File: src/common/side_channel_consts.vh
`ifndef SIDE_CHANNEL_CONSTS_VH
`define SIDE_CHANNEL_CONSTS_VH
// register offsets
`define OFS_PIN9_CFG        8'h1A
`define OFS_PIN0_CFG        8'h1D
`define OFS_PIN12_CFG       8'h1E
`define OFS_PIN3_CFG        8'h1F
`define OFS_LOCAL56_CFG     8'h20
`define OFS_LOCAL78_CFG     8'h21
`define OFS_BC_RATE         8'h23
`define OFS_PORT_SEL        8'h34
`define OFS_MODE_CTL        8'h43
`define OFS_STATUS_LOW      8'h6E
`define OFS_STATUS_HIGH     8'h6F
// field positions
`define BIT_RATE_SEL        6
`define BIT_HIGH_SPEED      4
`define BIT_FIRST_PORT      0
`define BIT_SECOND_PORT     1
// reset values
`define RST_CFG             8'h00
`define RST_BC_RATE         8'h00
`define RST_PORT_SEL        8'h01
`define RST_MODE_CTL        8'h00
// pin field codes
`define CODE_OUT_LOW        4'h1
`define CODE_INPUT          4'h3
`define CODE_FWD_OUT        4'h5
`define CODE_OUT_HIGH       4'h9
// side channel modes
`define MODE_NORMAL         3'h0
`define MODE_FAST_ONE       3'h1
`define MODE_FAST_TWO       3'h2
`define MODE_FAST_FOUR      3'h3
`define MODE_SPI_FWD        3'h6
`define MODE_SPI_REV        3'h7
// samples per frame in the fast modes
`define SAMP_FAST_FOUR      5'h06
`define SAMP_FAST_TWO       5'h0A
`define SAMP_FAST_ONE       5'h0F
// back channel bit dividers and frame length
`define DIV_LOW_RATE        3'h4
`define DIV_MID_RATE        3'h2
`define DIV_HIGH_RATE       3'h1
`define FRAME_LAST_BIT      5'h1F
`endif

File: src/design/gpio_and_spi_side_channel.v
`timescale 1ns/1ns
`default_nettype none
`include "side_channel_consts.vh"
module gpio_and_spi_side_channel (
  input  wire        clk,          // 10 MHz system clock
  input  wire        reset,        // synchronous, active high
  input  wire        reg_wr,       // register write strobe
  input  wire        reg_rd,       // register read strobe
  input  wire [7:0]  reg_addr,     // register offset
  input  wire [7:0]  reg_wdata,    // register write data
  output reg  [7:0]  reg_rdata,    // register read data
  input  wire        two_lane,     // link runs in two-lane mode
  input  wire        link_lock,    // receiver lock status
  input  wire        mode_strap_pin, // high-speed strap pin
  input  wire [7:0]  mgmt_byte,    // management traffic for frame
  input  wire [3:0]  fwd_gpio,     // forward data, primary pins
  input  wire [3:0]  fwd_d_gpio,   // forward data, secondary pins
  input  wire [3:0]  gpio_in,      // primary pin level
  output wire [3:0]  gpio_out,     // primary pin drive value
  output wire [3:0]  gpio_oe,      // primary pin drive enable
  input  wire [3:0]  d_gpio_in,    // secondary pin level
  output wire [3:0]  d_gpio_out,   // secondary pin drive value
  output wire [3:0]  d_gpio_oe,    // secondary pin drive enable
  input  wire [4:0]  loc_pin_in,   // local pins 5..9 level
  output wire [4:0]  loc_pin_out,  // local pins 5..9 drive value
  output wire [4:0]  loc_pin_oe,   // local pins 5..9 drive enable
  output wire [3:0]  audio_pin_taken, // pins 5..8 held from audio
  output reg         bc_bit_en,    // back channel bit tick
  output reg         bc_frame,     // frame boundary pulse
  output reg  [31:0] bc_word,      // completed frame payload
  input  wire        pclk,         // recovered pixel clock
  input  wire        spi_clk_bit,  // forward frame SPI clock bit
  input  wire        spi_data_bit, // forward frame SPI data bit
  input  wire        spi_cs_bit,   // forward frame SPI select bit
  input  wire        spi_poci_in,  // returned peripheral data
  output reg         tunnelled_spi_clock, // regenerated SPI clock
  output reg         spi_pico,     // regenerated controller data
  output reg         spi_cs_n,     // regenerated select, low active
  output reg         spi_poci_hold // returned data to the link
);

  // pin field decode helpers
  function drive_en;
    input [3:0] code;
    begin
      drive_en = (code == `CODE_OUT_LOW) || (code == `CODE_OUT_HIGH) ||
                 (code == `CODE_FWD_OUT);
    end
  endfunction

  function drive_val;
    input [3:0] code;
    input       fwd;
    begin
      if (code == `CODE_FWD_OUT)
        drive_val = fwd;
      else
        drive_val = (code == `CODE_OUT_HIGH);
    end
  endfunction

  // registers
  reg  [7:0]  p0_cfg0_r;
  reg  [7:0]  p0_cfg12_r;
  reg  [7:0]  p0_cfg3_r;
  reg  [7:0]  p1_cfg0_r;
  reg  [7:0]  p1_cfg12_r;
  reg  [7:0]  p1_cfg3_r;
  reg  [7:0]  pin9_cfg_r;
  reg  [7:0]  loc56_cfg_r;
  reg  [7:0]  loc78_cfg_r;
  reg  [7:0]  bc_rate_r;
  reg  [7:0]  port_sel_r;
  reg  [7:0]  mode_ctl_r;
  reg         strap_r;
  reg         strap_seen_r;

  wire first_sel  = port_sel_r[`BIT_FIRST_PORT];
  wire second_sel = port_sel_r[`BIT_SECOND_PORT];

  // host bus writes only; shared pin fields go to every selected port
  always @(posedge clk) begin
    if (reset) begin
      p0_cfg0_r   <= `RST_CFG;
      p0_cfg12_r  <= `RST_CFG;
      p0_cfg3_r   <= `RST_CFG;
      p1_cfg0_r   <= `RST_CFG;
      p1_cfg12_r  <= `RST_CFG;
      p1_cfg3_r   <= `RST_CFG;
      pin9_cfg_r  <= `RST_CFG;
      loc56_cfg_r <= `RST_CFG;
      loc78_cfg_r <= `RST_CFG;
      bc_rate_r   <= `RST_BC_RATE;
      port_sel_r  <= `RST_PORT_SEL;
      mode_ctl_r  <= `RST_MODE_CTL;
    end else if (reg_wr) begin
      case (reg_addr)
        `OFS_PIN0_CFG: begin
          if (first_sel)
            p0_cfg0_r <= reg_wdata;
          if (second_sel)
            p1_cfg0_r <= reg_wdata;
        end
        `OFS_PIN12_CFG: begin
          if (first_sel)
            p0_cfg12_r <= reg_wdata;
          if (second_sel)
            p1_cfg12_r <= reg_wdata;
        end
        `OFS_PIN3_CFG: begin
          if (first_sel)
            p0_cfg3_r <= reg_wdata;
          if (second_sel)
            p1_cfg3_r <= reg_wdata;
        end
        `OFS_PIN9_CFG:    pin9_cfg_r  <= reg_wdata;
        `OFS_LOCAL56_CFG: loc56_cfg_r <= reg_wdata;
        `OFS_LOCAL78_CFG: loc78_cfg_r <= reg_wdata;
        `OFS_BC_RATE:     bc_rate_r   <= reg_wdata;
        `OFS_PORT_SEL:    port_sel_r  <= reg_wdata;
        `OFS_MODE_CTL:    mode_ctl_r  <= reg_wdata;
        default: begin
        end
      endcase
    end
  end

  // strap is caught once, on the first edge after reset release
  always @(posedge clk) begin
    if (reset) begin
      strap_r      <= 1'b0;
      strap_seen_r <= 1'b0;
    end else if (!strap_seen_r) begin
      strap_r      <= mode_strap_pin;
      strap_seen_r <= 1'b1;
    end
  end

  // two-stage synchronisers for every pin level, the pixel clock and the forward SPI bits
  reg [17:0] sync1_r;
  reg [17:0] sync2_r;
  always @(posedge clk) begin
    if (reset) begin
      sync1_r <= 18'h00000;
      sync2_r <= 18'h00000;
    end else begin
      sync1_r <= {spi_poci_in, spi_cs_bit, spi_data_bit, spi_clk_bit,
                  loc_pin_in, pclk, d_gpio_in, gpio_in};
      sync2_r <= sync1_r;
    end
  end
  wire [3:0] gp_s       = sync2_r[3:0];
  wire [3:0] dgp_s      = sync2_r[7:4];
  wire       pclk_s     = sync2_r[8];
  wire [4:0] loc_s      = sync2_r[13:9];
  wire       spi_clk_s  = sync2_r[14];
  wire       spi_data_s = sync2_r[15];
  wire       spi_cs_s   = sync2_r[16];
  wire       poci_s     = sync2_r[17];

  // pin nibbles per port
  wire [15:0] p0_codes = {p0_cfg3_r[3:0], p0_cfg12_r[7:4],
                          p0_cfg12_r[3:0], p0_cfg0_r[3:0]};
  wire [15:0] p1_codes = {p1_cfg3_r[3:0], p1_cfg12_r[7:4],
                          p1_cfg12_r[3:0], p1_cfg0_r[3:0]};
  wire [19:0] loc_codes = {pin9_cfg_r[3:0], loc78_cfg_r[7:4],
                           loc78_cfg_r[3:0], loc56_cfg_r[7:4],
                           loc56_cfg_r[3:0]};
  wire [3:0]  gp_is_in;
  wire [3:0]  dgp_is_in;

  // link pin drivers; the secondary set stays idle outside two-lane
  genvar i;
  generate
    for (i = 0; i < 4; i = i + 1) begin : g_link
      assign gpio_oe[i]    = drive_en(p0_codes[4*i+3:4*i]);
      assign gpio_out[i]   = drive_val(p0_codes[4*i+3:4*i],
                                       fwd_gpio[i]);
      assign d_gpio_oe[i]  = two_lane &&
                             drive_en(p1_codes[4*i+3:4*i]);
      assign d_gpio_out[i] = two_lane &&
                             drive_val(p1_codes[4*i+3:4*i],
                                       fwd_d_gpio[i]);
      assign gp_is_in[i]   = (p0_codes[4*i+3:4*i] == `CODE_INPUT);
      assign dgp_is_in[i]  = two_lane &&
                             (p1_codes[4*i+3:4*i] == `CODE_INPUT);
    end
    // local pins; forward code is not honoured, nothing crosses the link
    for (i = 0; i < 5; i = i + 1) begin : g_local
      assign loc_pin_oe[i]  = (loc_codes[4*i+3:4*i] == `CODE_OUT_LOW) ||
                              (loc_codes[4*i+3:4*i] ==
                               `CODE_OUT_HIGH);
      assign loc_pin_out[i] = (loc_codes[4*i+3:4*i] ==
                               `CODE_OUT_HIGH);
    end
    // register-only pins 5..8 claim the shared audio input when set as input or output
    for (i = 0; i < 4; i = i + 1) begin : g_audio
      assign audio_pin_taken[i] =
        loc_pin_oe[i] ||
        (loc_codes[4*i+3:4*i] == `CODE_INPUT);
    end
  endgenerate

  // status bytes from synchronised levels
  wire [3:0] link_lvl = second_sel ? dgp_s : gp_s;
  wire [7:0] status_low  = {loc_s[2:0], 1'b0, link_lvl};
  wire [7:0] status_high = {6'h00, loc_s[4:3]};

  // register reads; with both selects set port one is returned
  always @(posedge clk) begin
    if (reset) begin
      reg_rdata <= 8'h00;
    end else if (reg_rd) begin
      case (reg_addr)
        `OFS_PIN0_CFG:    reg_rdata <= second_sel ? p1_cfg0_r
                                                  : p0_cfg0_r;
        `OFS_PIN12_CFG:   reg_rdata <= second_sel ? p1_cfg12_r
                                                  : p0_cfg12_r;
        `OFS_PIN3_CFG:    reg_rdata <= second_sel ? p1_cfg3_r
                                                  : p0_cfg3_r;
        `OFS_PIN9_CFG:    reg_rdata <= pin9_cfg_r;
        `OFS_LOCAL56_CFG: reg_rdata <= loc56_cfg_r;
        `OFS_LOCAL78_CFG: reg_rdata <= loc78_cfg_r;
        `OFS_BC_RATE:     reg_rdata <= bc_rate_r;
        `OFS_PORT_SEL:    reg_rdata <= port_sel_r;
        `OFS_MODE_CTL:    reg_rdata <= mode_ctl_r;
        `OFS_STATUS_LOW:  reg_rdata <= status_low;
        `OFS_STATUS_HIGH: reg_rdata <= status_high;
        default:          reg_rdata <= 8'h00;
      endcase
    end
  end

  // back channel bit rate divider
  wire       high_speed = bc_rate_r[`BIT_HIGH_SPEED] | strap_r;
  wire [2:0] div_sel    = high_speed ? `DIV_HIGH_RATE :
                          (bc_rate_r[`BIT_RATE_SEL] ? `DIV_MID_RATE
                                                    : `DIV_LOW_RATE);
  reg  [2:0] div_cnt_r;
  always @(posedge clk) begin
    if (reset) begin
      div_cnt_r <= 3'h0;
      bc_bit_en <= 1'b0;
    end else if (div_cnt_r >= div_sel - 3'h1) begin
      div_cnt_r <= 3'h0;
      bc_bit_en <= 1'b1;
    end else begin
      div_cnt_r <= div_cnt_r + 3'h1;
      bc_bit_en <= 1'b0;
    end
  end

  // frame sequencer; mode is taken over only at a frame boundary
  reg  [4:0]  bit_cnt_r;
  reg  [2:0]  mode_act_r;
  reg  [23:0] samp_r;
  reg  [4:0]  nsamp;
  wire        frame_end = bc_bit_en && (bit_cnt_r == `FRAME_LAST_BIT);

  always @* begin
    case (mode_act_r)
      `MODE_FAST_FOUR: nsamp = `SAMP_FAST_FOUR;
      `MODE_FAST_TWO:  nsamp = `SAMP_FAST_TWO;
      `MODE_FAST_ONE:  nsamp = `SAMP_FAST_ONE;
      default:         nsamp = 5'h00;
    endcase
  end

  wire [3:0] dgp_masked = dgp_s & dgp_is_in;
  wire [3:0] gp_masked  = gp_s & gp_is_in;

  // sampling of secondary pins within the frame
  always @(posedge clk) begin
    if (reset) begin
      bit_cnt_r  <= 5'h00;
      mode_act_r <= `MODE_NORMAL;
      samp_r     <= 24'h000000;
    end else if (bc_bit_en) begin
      bit_cnt_r <= bit_cnt_r + 5'h01;
      if (frame_end) begin
        mode_act_r <= mode_ctl_r[2:0];
        samp_r     <= 24'h000000;
      end else if (bit_cnt_r < nsamp) begin
        case (mode_act_r)
          `MODE_FAST_FOUR: samp_r <= {samp_r[19:0], dgp_masked};
          `MODE_FAST_TWO:  samp_r <= {samp_r[21:0],
                                      dgp_masked[1:0]};
          default:         samp_r <= {samp_r[22:0], dgp_masked[0]};
        endcase
      end
    end
  end

  // frame assembly
  wire [15:0] norm_body = {mgmt_byte, gp_masked, dgp_masked};
  wire [3:0]  crc = norm_body[15:12] ^ norm_body[11:8] ^
                    norm_body[7:4] ^ norm_body[3:0] ^
                    {3'h0, link_lock};
  reg  [28:0] payload;
  always @* begin
    case (mode_act_r)
      `MODE_NORMAL:    payload = {8'h00, link_lock, crc,
                                  norm_body};
      `MODE_FAST_ONE,
      `MODE_FAST_TWO,
      `MODE_FAST_FOUR: payload = {5'h00, samp_r};
      `MODE_SPI_FWD:   payload = {28'h0000000,
                                  spi_poci_hold};
      default:         payload = 29'h00000000;
    endcase
  end

  always @(posedge clk) begin
    if (reset) begin
      bc_frame <= 1'b0;
      bc_word  <= 32'h00000000;
    end else begin
      bc_frame <= frame_end;
      if (frame_end)
        bc_word <= {mode_act_r, payload};
    end
  end

  // forward SPI regeneration on each rising recovered pixel clock edge
  reg  pclk_d_r;
  reg  spi_clk_d_r;
  wire pclk_rise = pclk_s && !pclk_d_r;
  wire spi_on    = two_lane && (mode_act_r == `MODE_SPI_FWD);
  always @(posedge clk) begin
    if (reset) begin
      pclk_d_r            <= 1'b0;
      spi_clk_d_r         <= 1'b0;
      tunnelled_spi_clock <= 1'b0;
      spi_pico            <= 1'b0;
      spi_cs_n            <= 1'b1;
      spi_poci_hold       <= 1'b0;
    end else begin
      pclk_d_r <= pclk_s;
      if (!spi_on) begin
        spi_clk_d_r         <= 1'b0;
        tunnelled_spi_clock <= 1'b0;
        spi_cs_n            <= 1'b1;
      end else if (pclk_rise) begin
        spi_pico            <= spi_data_s;
        spi_cs_n            <= spi_cs_s;
        spi_clk_d_r         <= spi_clk_s;
        tunnelled_spi_clock <= spi_clk_d_r;
        if (!tunnelled_spi_clock)
          spi_poci_hold <= poci_s;
      end
    end
  end

endmodule
`default_nettype wire

File: config.mk
export PLATFORM = sky130hd
export DESIGN_NAME = gpio_and_spi_side_channel
export DESIGN_NICKNAME = d
export VERILOG_FILES = /design/src/design/gpio_and_spi_side_channel.v
export VERILOG_INCLUDE_DIRS = /design/src /design/src/common
export SDC_FILE = /design/constraint.sdc
export NUM_CORES = 1
export LEC_CHECK = 0
export BUFFER_PORTS_ARGS = -buffer_cell sky130_fd_sc_hd__buf_2
export CAP_MARGIN = 20
export CORE_MARGIN = 8
export CORE_UTILIZATION = 41
export DETAILED_ROUTE_END_ITERATION = 8
export PLACE_DENSITY_LB_ADDON = 0.25
export SETUP_SLACK_MARGIN = 0.4
export SLEW_MARGIN = 15
export SYNTH_ARGS = -nofsm -noshare
export SYNTH_HDL_FRONTEND = slang
export SYNTH_SLANG_ARGS = --single-unit
File: constraint.sdc
create_clock -name clk -period 2.6 [get_ports clk]
set_input_delay 0.26 -clock clk [delete_from_list [all_inputs] [get_ports clk]]
set_output_delay 0.26 -clock clk [all_outputs]
set_load 0.02 [all_outputs]
==> Yosys cells after proc, flatten, opt, wreduce, memory -nomap -nowiden <==
Index checks and enable logic that the tools add are counted.
{ "word_totals": {"reg_bits": 217, "in_bits": 57, "out_inout_bits": 76, "word_cells": 190} }
{ "classes": {"addsub": 3, "n_lt_le_gt_ge": 2, "n_eq_ne": 62, "mux": 22, "bitwise": 9, "n_reduce_logical": 62} }
{ "ops": {"columns": ["op", "count"], "rows": [
  ["$pmux 8 s11", 1],
  ["$pmux 24 s3", 1],
  ["$eq 4x1->1 const B", 13],
  ["$eq 4x4->1 const B", 13],
  ["$eq 4x2->1 const B", 12],
  ["$mux 24", 2],
  ["$pmux 24 s2", 1],
  ["$eq 4x3->1 const B", 8],
  ["$eq 8x5->1 const B", 4],
  ["$eq 8x6->1 const B", 4],
  ["$logic_or 1x1->1", 25],
  ["$eq 8x7->1 const B", 3],
  ["$mux 8", 3],
  ["$reduce_and 3->1", 7],
  ["$reduce_and 2->1", 9],
  ["$logic_and 1x1->1", 15],
  ["$pmux 4 s3", 1],
  ["$xor 4x4->4", 3],
  ["$mux 1", 10],
  ["$and 4x4->4", 2],
  ["$eq 3x2->1 const B", 2],
  ["$mux 3", 2],
  ["$add 5x1->5 const B", 1],
  ["$eq 5x5->1 const B", 1],
  ["other kinds (15)", 17]
]} }

==> Logic depth before layout (Yosys ltp) <==
Gate-level depths: netlist of run 1.
{ "logic_depth": {"word_depth": 6, "mapped_depth": 12, "mapped_depth_nobuf": 8} }

==> Worst setup path before layout of run 1 <==
No wires, ideal clock.
{ "synth_timing": {"kind": "reg-to-reg", "startpoint": "reg mode_act_r[1]", "endpoint": "reg samp_r[10]", "setup_time_ns": 0.132, "arrival_time_ns": 2.198, "required_time_ns": 2.468, "setup_slack_ns": 0.270, "path_stages_with_launch": 13, "period_less_slack_ns": 2.330, "cell_sequence": "dfxtp_1 > buf_2 > nor2b_1 > buf_2 > nand2b_1 > buf_2 > inv_1 > ha_1 > a211oi_2 > o211ai_2 > clkbuf_1 > nand2_1 > a21oi_1"} }
{ "synth_between": {"elab_chain_cells": 5} }
{ "synth_rtl": {"columns": ["element", "line_no", "source"], "rows": [
  ["start: declaration", "gpio_and_spi_side_channel.v:255", "reg [2:0] mode_act_r;"],
  ["start signal: assignment", "gpio_and_spi_side_channel.v:276", "mode_act_r <= `MODE_NORMAL;"],
  ["start signal: assignment", "gpio_and_spi_side_channel.v:281", "mode_act_r <= mode_ctl_r[2:0];"],
  ["$eq 3x1->1 or $eq 3x2->1 (tied branches)", "gpio_and_spi_side_channel.v:261, gpio_and_spi_side_channel.v:284", null],
  ["$pmux 4 s3", "gpio_and_spi_side_channel.v:261", "case (mode_act_r)"],
  ["$lt 5x5->1", "gpio_and_spi_side_channel.v:283", "end else if (bit_cnt_r < nsamp) begin"],
  ["$reduce_bool 2->1 (no source line)", null, null],
  ["$reduce_and 2->1 (no source line)", null, null],
  ["end signal: assignment", "gpio_and_spi_side_channel.v:285", "`MODE_FAST_FOUR: samp_r <= {samp_r[19:0], dgp_masked};"],
  ["end signal: assignment", "gpio_and_spi_side_channel.v:286", "`MODE_FAST_TWO: samp_r <= {samp_r[21:0],"],
  ["end signal: assignment", "gpio_and_spi_side_channel.v:288", "default: samp_r <= {samp_r[22:0], dgp_masked[0]};"],
  ["end: declaration", "gpio_and_spi_side_channel.v:256", "reg [23:0] samp_r;"]
]} }
Several ways; a longest one is shown, not always the timed one. The select of a mux whose other input is x is not followed.
A chain may end at the register's enable or synchronous reset.

==> Final worst setup path of run 1 <==
{ "layout_timing": {"startpoint": "reg port_sel_r[1]", "endpoint": "reg reg_rdata[0]"} }
{ "layout_between": {"elab_chain_cells": 2} }
{ "layout_rtl": {"columns": ["element", "line_no", "source"], "rows": [
  ["start: declaration", "gpio_and_spi_side_channel.v:73", "reg [7:0] port_sel_r;"],
  ["start signal: assignment", "gpio_and_spi_side_channel.v:94", "port_sel_r <= `RST_PORT_SEL;"],
  ["start signal: assignment", "gpio_and_spi_side_channel.v:120", "`OFS_PORT_SEL: port_sel_r <= reg_wdata;"],
  ["$mux 4 (tied with other cells)", "gpio_and_spi_side_channel.v:205", "wire [3:0] link_lvl = second_sel ? dgp_s : gp_s;"],
  ["$pmux 8 s11 *", "gpio_and_spi_side_channel.v:214", "case (reg_addr)"],
  ["end signal: assignment", "gpio_and_spi_side_channel.v:215", "`OFS_PIN0_CFG: reg_rdata <= second_sel ? p1_cfg0_r"],
  ["end signal: assignment", "gpio_and_spi_side_channel.v:217", "`OFS_PIN12_CFG: reg_rdata <= second_sel ? p1_cfg12_r"],
  ["end signal: assignment", "gpio_and_spi_side_channel.v:219", "`OFS_PIN3_CFG: reg_rdata <= second_sel ? p1_cfg3_r"],
  ["end: declaration", "gpio_and_spi_side_channel.v:11", "output reg [7:0] reg_rdata,"]
]} }
Mark *: on every way between the ends. The rest lies on a longest branch, timed or not.

==> flow_summary.yaml, run 1 <==
yosys:
  synth_area_leader_cell: "dfxtp_1"
  synthXorXnorAreaFrac_pct: 1.53
  synth.area.top_cells: "dfxtp_1, nand2_1, a21oi_1"
  yosys-top-cells-count: "nand2_1, dfxtp_1, a21oi_1"
  synthFlopType: "dfxtp_1"
  synth_top_family_by_area: "simple AND/OR/NAND/NOR gates"
  yosysTopAreaCellShare_pct: 43.5
  synth_fa_ha_area_share_pct: 1.15
  ys_warn_count: 0
  yosysUniqueCellTypes: 67
  synth_area_um2: 9750
  syn_inst: 1174
  yosysSeqAreaShare_pct: 43.5
  async_flop_share_pct: 0
  synth_edf_count: 0
  syn_area_per_cell_um2: 8.31
  synth_mux_area_share_pct: 8.93
  ys_seq_elements: 212
  synth-simple-area-share_pct: 24.6
  yosysMostFrequentCell: "nand2_1"
  synth-compound-area-share_pct: 15.8
timing:
  finalHoldViolations: 0
  finalClockSkew_ps: 8.66
  fin_tns_setup_ps: 0
  tightestPinTransition_ps: 809
  slew_viol_final: 0
  period_share_pct: 81.8
  fmax_ghz: 0.470
  period_needed_ps: 2130
  slew_headroom_pct: 44.7
  grt_setup_unrepaired: "true"
  finalSetupViolCount: 0
power_and_ir_drop:
  p_per_area_nw_per_um2: 610
  ir_drop_uv: 406
  power.leakage_nw: 4.36
  total_power_mw: 7.22
critical_path:
  worstPathMaxFanout: 13
  setup.worst_path.end: "reg_rdata[0]"
  cp_slowest_cell: "a2111oi_0"
  crit_type: "reg2reg"
  critPathArrivalTime_ps: 2500
  r2r_start: "port_sel_r[1]"
  worstPathRequired_ps: 2970
  worst_r2r_endpoint: "reg_rdata[0]"
  rr_worst_depth: 5
  ff2ff_setup_slack_ps: 470
  crit_family: "compound AO/OA/AOI/OAI gates"
  crit_chain: "mux2i_1 > o22ai_1 > a22o_1 > a2111oi_0 > nor3_1"
  cp.depth: 5
  cp_slowest_stage_delay_ps: 640
  cp-end-kind: "register"
  critPathBufInv: 0
  start_kind: "register"
  critPathLaunch: "port_sel_r[1]"
finish:
  ff_latch_area_um2: 4250
  final_cells: 1642
  layout-drive-gt1-share_pct: 19.3
  multi_input_area_um2: 5180
  num-fill-cells: 2309
  num-nets-final: 1369
  fin_area_um2: 11800
  syn2layout_area_growth_pct: 21.4
placement:
  placed_area_um2: 10700
  portBuffers: 127
  dp_cells: 1569
  routabilityCongestion: 0.950
  dpl.hpwl_mm: 21.6
cts:
  path_clk_slew_ps: 60
  clk_latency_ps: 520
  cts_root_buffer: "clkbuf_16"
  cts_tree: "done"
  clkSinkCount: 212
  htree_levels: 1
  numCtsBuffers: 25
  cts_buffer_depth: 3
floorplan:
  die_y_um: 170
  fp-row-count: 56
  start_util_pct: 41.7
  coreArea_um2: 23400
  die_x_um: 170
  io_pins: 133
  die_area_um2: 29000
global_routing:
  grt_max_degree: 95
  grt_use_total_pct: 20.7
  antenna_found_initial: 0
  grt_pass1_wl_mm: 47.9
  grt_pass1_vias: 8397
  grt_overflow: 0
drt:
  vias: 8923
  routedWlPerCell_um: 18.7
  drt_wl_total_mm: 30.7
  viasPerCell: 5.43
  first_pass_iters: 6
  initialDrtViolationCount: 797
  drc: 0
  ant_nets: 0
job:
  cap_violations: 0
hold_path:
  min_path_type: "in2reg"
run_status:
  outcome: "finished clean"
metrics by stage:
| stage | hold slack, ps | utilization [%] | worst slack [ps] |
|---|---|---|---|
| detailed placement | 420 | 45.7 | 315 |
| floorplan | 369 | - | 412 |
| finish | 52.0 | 50.6 | 474 |
| global route | 93.1 | 50.6 | 372 |
| CTS | 41.7 | 50.5 | 426 |
| global placement | 417 | 45.7 | 289 |
state kept, by name (all words and copies together) (netlist names), 3 cells and up:
name         count
pin9_cfg_r       8
reg_rdata        8
p0_cfg12_r       8
mode_ctl_r       8
mode_act_r       3
p0_cfg0_r        8
bc_word         27
div_cnt_r        3
samp_r          24
sync2_r         18
port_sel_r       8
p1_cfg0_r        8
loc78_cfg_r      8
bc_rate_r        8
sync1_r         18
loc56_cfg_r      8
p1_cfg3_r        8
p0_cfg3_r        8
bit_cnt_r        5
p1_cfg12_r       8
worst min path at each step:
stage,slack (ps),start,cells after the start,endpoint
6_report,50,mgmt_byte[7],3,bc_word[15]
5_1_grt,90,mgmt_byte[7],3,bc_word[15]
4_1_cts,40,mgmt_byte[6],3,bc_word[14]
3_5_place_dp,420,sync1_r[14],1,sync2_r[14]
3_3_place_gp,420,sync1_r[17],1,sync2_r[17]
2_1_floorplan,370,reset,1,strap_seen_r
cell type report:
type,instances,area share [%]
Inverter,8,0.254
Clock inverter,11,0.951
Timing Repair Buffer,183,9.66
Sequential cell,212,35.9
Multi-Input combinational cell,873,43.8
Clock buffer,35,6.11
Tap cell,319,3.37
Antenna cell,1,0.0211
cell families after synthesis:
| logic type | Yosys count |
|---|---|
| simple gates | 508 |
| compound gates | 251 |
| flops | 212 |
| buf+inv | 96 |
| mux | 79 |
| xor+xnor | 17 |
| fa+ha+maj | 9 |
| other cells | 2 |
repair_timing:
item / 4_1_cts / 5_1_grt
hold buffers: 19 / 0
endpoints found under the hold margin: 19 / 0
pin swaps: 2 / 2
setup endpoints to repair: 25 / 28
gates resized for setup: 8 / 5
cloned: 2 / 1
setup buffers: 3 / 1
routing by layer:
metal	global-route usage (%)	part of all wire, %	wire length [um]	up-vias
met5	0	0	0	-
met4	6.29	2.9	899	0
met3	3.54	7.4	2270	56
met2	33.6	46	14200	347
met1	27.6	43	13300	4176
li1	-	-	-	4344
placed cells by master, fill, tap and decap left out, drive strengths merged, types with 28 or more instances in the layout:
cell,instances
a21oi,130
buf,164
clkbuf,35
dfxtp,212
mux2i,60
nand2,260
nand3,36
nor2,67
nor2b,47
o21ai,28
worst min-delay path, cell delays in order:
cell and delay, ps:
buf_2 100, a22oi_1 60, o21ai_0 120
power by group:
part / switching (mW) / internal, mW / leakage (nW)
sequential: 0.0233 / 3.29 / 1.72
clock: 1.38 / 2.14 / 0.421
combinational: 0.242 / 0.147 / 2.23
No activity file was read; power rests on OpenSTA's default activity.
==> run 2: changes to the inputs <==
==> constraint.sdc (replaced) <==
create_clock -name clk -period 1.82 [get_ports clk]
set_input_delay 0.182 -clock clk [delete_from_list [all_inputs] [get_ports clk]]
set_output_delay 0.182 -clock clk [all_outputs]
set_load 0.02 [all_outputs]
==> run 2 against run 1 <==
  * The run now ends with setup timing left
  * Sequential power increased by 42%
  * Via count increased by 6.7%
  * Non-clock buffer count increased by 112
  * Final area increased by 21%
  * Sequential cell count unchanged
  * Count of clock-buffer cells in the layout decreased by 10
  * Combinational power increased by 76%
  * Cell count increased by 6.3%
  * Wire length increased by 9.0%
  * Highest routed layer unchanged
==> flow_summary.yaml, run 2 (synthesis gave the netlist of run 1 again) <==
drt:
  drc: 0
  initialDrtViolationCount: 728
  viasPerCell: 5.45
  vias: 9524
  ant_nets: 0
  drt_wl_total_mm: 33.4
  routedWlPerCell_um: 19.1
  first_pass_iters: 5
finish:
  largest_register_ffs: 27
  num-nets-final: 1476
  largest_register: "bc_word"
  reg_top3: "bc_word: 27 flops, samp_r: 24 flops"
  final_common_cell: "nand2_1"
  most-common-layout-cells: "nand2_1, dfxtp_1, buf_4"
  fin_area_um2: 14300
  layout-drive-gt1-share_pct: 41.8
  insertedDiodeCount: 0
  syn2layout_area_growth_pct: 46.6
  final_core_util_pct: 61.1
placement:
  dpl.hpwl_mm: 21.8
  portBuffers: 127
  routabilityCongestion: 0.940
  dp_slack_ps: -113
  placed_area_um2: 11300
timing:
  slew_viol_final: 0
  whs_ps: 26.6
  fmax_ghz: 0.521
  tightestPinTransition_ps: 528
  fin_ws_ps: -99.2
  period_needed_ps: 1920
  period_share_pct: 105
  grt_setup_unrepaired: "true"
  finalHoldViolations: 0
  slew_headroom_pct: 64.8
  finalClockSkew_ps: 13.2
  finalSetupViolCount: 24
run_status:
  violations: "setup timing"
  outcome: "complete, but fails checks"
cts:
  cts_buffer_depth: 3
  clk_latency_ps: 510
  cts_root_buffer: "clkbuf_16"
  path_clk_slew_ps: 60
  numCtsBuffers: 23
  htree_levels: 1
  clkSinkCount: 212
  cts_tree: "done"
global_routing:
  grt_pass1_vias: 9116
  grt_pass1_wl_mm: 50.5
  antenna_found_initial: 0
  grt_overflow: 0
  grt_use_total_pct: 21.7
  grt_max_degree: 71
power_and_ir_drop:
  ir_drop_uv: 623
  power.leakage_nw: 5.35
  p_per_area_nw_per_um2: 743
critical_path:
  cp_slowest_cell: "dfxtp_4"
  crit_type: "reg2reg"
  critPathBufInv: 1
  crit_family: "compound AO/OA/AOI/OAI gates"
  critPathArrivalTime_ps: 2360
  start_kind: "register"
  worstPathMaxFanout: 6
  crit_chain: "nor2b_4 > nand2b_4 > inv_4 > ha_4 > a211oi_4 > o211ai_2 > a211o_1 > a21oi_1"
  cp_slowest_stage_delay_ps: 370
  worstPathRequired_ps: 2260
  cp-end-kind: "register"
floorplan:
  io_pins: 133
  die_area_um2: 29000
  die_y_um: 170
  coreArea_um2: 23400
  die_x_um: 170
  start_util_pct: 41.7
  fp-row-count: 56
hold_path:
  min_path_type: "in2reg"
job:
  cap_violations: 0
[run 2: cell count changes in the layout (fill, tap and decap cells not counted), sizes merged]
cell         previous run  this run
buf                   164       267
clkbuf                 35        26
dlygate4sd3            19        27
clkinvlp                0         5
bufinv                  2         6
clkinv                  7         5
o211a                   3         1
diode                   1         0
inv                    10         9
nand2b                 24        23
[run 2: worst reg2reg max path: cells and delay by family (launching register included)]
family          cells  cell delay [ps]
simple gates        2              280
flops               1              370
buf+inv             1               40
fa+ha+maj           1              240
compound gates      4              910
[run 2: path summary, 6_finish.rpt]
path              slack, ps  cells after the start           end     startpoint
setup / recovery       -100                      8     samp_r[2]  mode_act_r[1]
hold / removal           30                      2  bit_cnt_r[4]          reset
setup reg to reg       -100                      8     samp_r[2]  mode_act_r[1]
hold reg to reg         430                      1    sync2_r[5]     sync1_r[5]
[run 2: routing by layer]
metal | track usage (%) | vias to the layer above | part of all wire [%]
li1 | - | 4537 | -
met1 | 27.0 | 4573 | 41
met2 | 36.9 | 322 | 49
met3 | 3.31 | 92 | 6.3
met4 | 9.31 | 0 | 4.0
met5 | 0 | - | 0
[run 2: what timing repair did]
| item | in CTS | in global routing |
|---|---|---|
| setup endpoints to repair | 120 | 146 |
| hold endpoints to repair | 27 | 0 |
| buffers inserted | 35 | 22 |
| pin swaps | 80 | 54 |
| resized for setup | 248 | 148 |
| hold buffers | 27 | 0 |
| gates cloned | 6 | 1 |
[run 2: report_power, final]
part	switching (mW)	internal, mW
registers	0.0380	4.66
clock network	1.98	3.26
logic	0.401	0.286
total	2.42	8.21
[run 2: final cells by class]
class	instances	area (um^2)
timing repair buffer	295	2510
multi-input combinational	870	6120
clock inverter	17	251
tap	319	399
sequential	212	4380
inverter	8	32.5
clock buffer	25	603
fill	2041	9110
[run 2: through the flow]
step | std cells | TNS, ps | power, mW
3_5_place_dp | 1613 | -2310 | 5.42
4_1_cts | 1723 | -691 | 10.7
5_1_grt | 1746 | -3620 | 11.0
3_3_place_gp | 1613 | -833 | 5.42
2_1_floorplan | 1178 | -6010 | 5.18
6_report | 1746 | -1870 | 10.6
==> run 3: changes to the inputs <==
--- a/config.mk
+++ b/config.mk
@@ -9,7 +9,7 @@
 export BUFFER_PORTS_ARGS = -buffer_cell sky130_fd_sc_hd__buf_2
 export CAP_MARGIN = 20
 export CORE_MARGIN = 8
-export CORE_UTILIZATION = 41
+export CORE_UTILIZATION = 35
 export DETAILED_ROUTE_END_ITERATION = 8
 export PLACE_DENSITY_LB_ADDON = 0.25
 export SETUP_SLACK_MARGIN = 0.4
==> run 3 against run 2 <==
  * The flow still finishes with violations (setup timing)
  * Count of clock-buffer cells in the layout is 13 higher
  * Clock skew rose by 0.61 ps
  * Register-to-register slack lost 70 ps
  * Combinational power rose by 1%
  * Critical path type unchanged
  * Critical path depth unchanged
  * First-iteration DRC count fell by 0.41%
  * Global-route usage fell by 2.3 points
  * Via count increased by 0.86%
  * Sequential power about the same
  * Sequential share of layout area fell by 0.92 points
  * Worst setup slack lost 70 ps
==> flow_summary.yaml, run 3 (synthesis gave the netlist of run 1 again) <==
run_status:
  outcome: "complete, but fails checks"
  violations: "setup timing"
critical_path:
  ff2ff_setup_slack_ps: -170
  start_kind: "register"
  crit_type: "reg2reg"
  worstPathMaxFanout: 6
  worstPathRequired_ps: 2280
  r2r_start: "mode_act_r[1]"
  critPathArrivalTime_ps: 2450
  rr_worst_depth: 8
  worst_r2r_endpoint: "samp_r[3]"
  cp-end-kind: "register"
placement:
  dp_cells: 1698
  routabilityCongestion: 0.896
  portBuffers: 127
  placed_area_um2: 11500
  dpl.hpwl_mm: 22.8
finish:
  num-nets-final: 1497
  insertedDiodeCount: 0
  final_common_cell: "nand2_1"
  multi_input_area_um2: 6260
  ff_latch_area_um2: 4360
  most-common-layout-cells: "nand2_1, dfxtp_1, buf_4"
  layout-drive-gt1-share_pct: 42.6
  final_cells: 1828
  num-fill-cells: 2543
  reg_top3: "bc_word: 27 flops, samp_r: 24 flops"
  largest_register: "bc_word"
  largest_register_ffs: 27
  syn2layout_area_growth_pct: 50.5
  fin_area_um2: 14700
floorplan:
  start_util_pct: 35.3
  io_pins: 133
  die_area_um2: 33500
  die_y_um: 183
  fp-row-count: 61
  die_x_um: 183
  coreArea_um2: 27600
cts:
  path_clk_slew_ps: 60
  cts_buffer_depth: 3
  clkSinkCount: 212
  clk_latency_ps: 530
  cts_root_buffer: "clkbuf_16"
  numCtsBuffers: 26
  cts_tree: "done"
  htree_levels: 1
timing:
  slew_headroom_pct: 67.8
  slew_viol_final: 0
  fin_tns_setup_ps: -2820
  fmax_ghz: 0.503
  whs_ps: 27.3
  grt_setup_unrepaired: "true"
  tightestPinTransition_ps: 469
  finalSetupViolCount: 24
  finalHoldViolations: 0
  fin_ws_ps: -169
  period_share_pct: 109
  finalClockSkew_ps: 13.9
  period_needed_ps: 1990
power_and_ir_drop:
  p_per_area_nw_per_um2: 745
  power.leakage_nw: 5.45
  total_power_mw: 10.9
  ir_drop_uv: 712
global_routing:
  grt_overflow: 0
  antenna_found_initial: 0
  grt_use_total_pct: 19.4
  grt_pass1_wl_mm: 52.4
  grt_max_degree: 64
  grt_pass1_vias: 9248
drt:
  viasPerCell: 5.25
  ant_nets: 0
  initialDrtViolationCount: 725
  first_pass_iters: 5
  drt_wl_total_mm: 34.2
  vias: 9606
  drc: 0
  routedWlPerCell_um: 18.7
hold_path:
  min_path_type: "in2reg"
  min_from: "mgmt_byte[0]"
  hold_depth: 3
  whs_endpoint: "bc_word[8]"
job:
  cap_violations: 0
==> run 3: changes by cell type in the layout (fill, tap and decap cells not counted), sizes merged, moves of 2 or more <==
cell | previous run | this run
buf | 267 | 281
bufinv | 6 | 4
clkbuf | 26 | 38
clkinvlp | 5 | 1
o211a | 1 | 4
==> run 3: per-layer routing <==
layer	part of all wire (%)	vias up	track usage, %
met5	0	-	0
met4	2.5	0	5.73
met3	5.9	63	2.85
met2	48	323	32.2
met1	43	4626	25.8
li1	-	4594	-
==> run 3: what timing repair did <==
item                                    CTS  global route
buffers inserted                         32            16
gates cloned                              7             0
endpoints found under the setup margin  126           126
pin swaps                                84            54
gates resized for setup                 303           116
hold buffers                             28             0
hold endpoints to repair                 29             0
==> run 3: where the power goes <==
part	internal [mW]	leakage (nW)	switching (mW)
clock	3.48	0.449	2.05
combinational	0.288	3.26	0.406
sequential	4.68	1.75	0.0381
==> run 3: per-stage QoR <==
step,utilization [%],worst slack (ps)
2_1_floorplan,-,-262
3_3_place_gp,41.7,-124
3_5_place_dp,41.7,-276
4_1_cts,51.0,-98.3
5_1_grt,53.1,-253
6_report,53.1,-169
==> run 3: final cells by class <==
cell class / count / area share (%)
inverters: 8 / 0.273
multi-input cells: 873 / 42.7
clock inverters: 9 / 1.03
flip-flops and latches: 212 / 29.7
clock buffers: 38 / 5.23
well taps: 378 / 3.22
repair buffers: 310 / 17.9
==> run 3: worst max-delay path: stages (launching register included) <==
cell	delay [ps]
dfxtp_4	370
buf_4	120
nand2b_1	70
a21o_1	170
ha_1	200
nor2_2	370
o211ai_4	200
a211o_1	300
a21oi_1	110
==> run 3: worst max path at each step <==
stage	depth (start not counted)	to	slack, ps	from
after floorplan	12	samp_r[10]	-260	mode_act_r[1]
after CTS	7	samp_r[15]	-100	mode_act_r[1]
after detailed placement	7	samp_r[15]	-280	mode_act_r[2]
after global placement	7	samp_r[4]	-120	mode_act_r[2]
final	8	samp_r[3]	-170	mode_act_r[1]
after global routing	9	samp_r[7]	-250	mode_act_r[1]
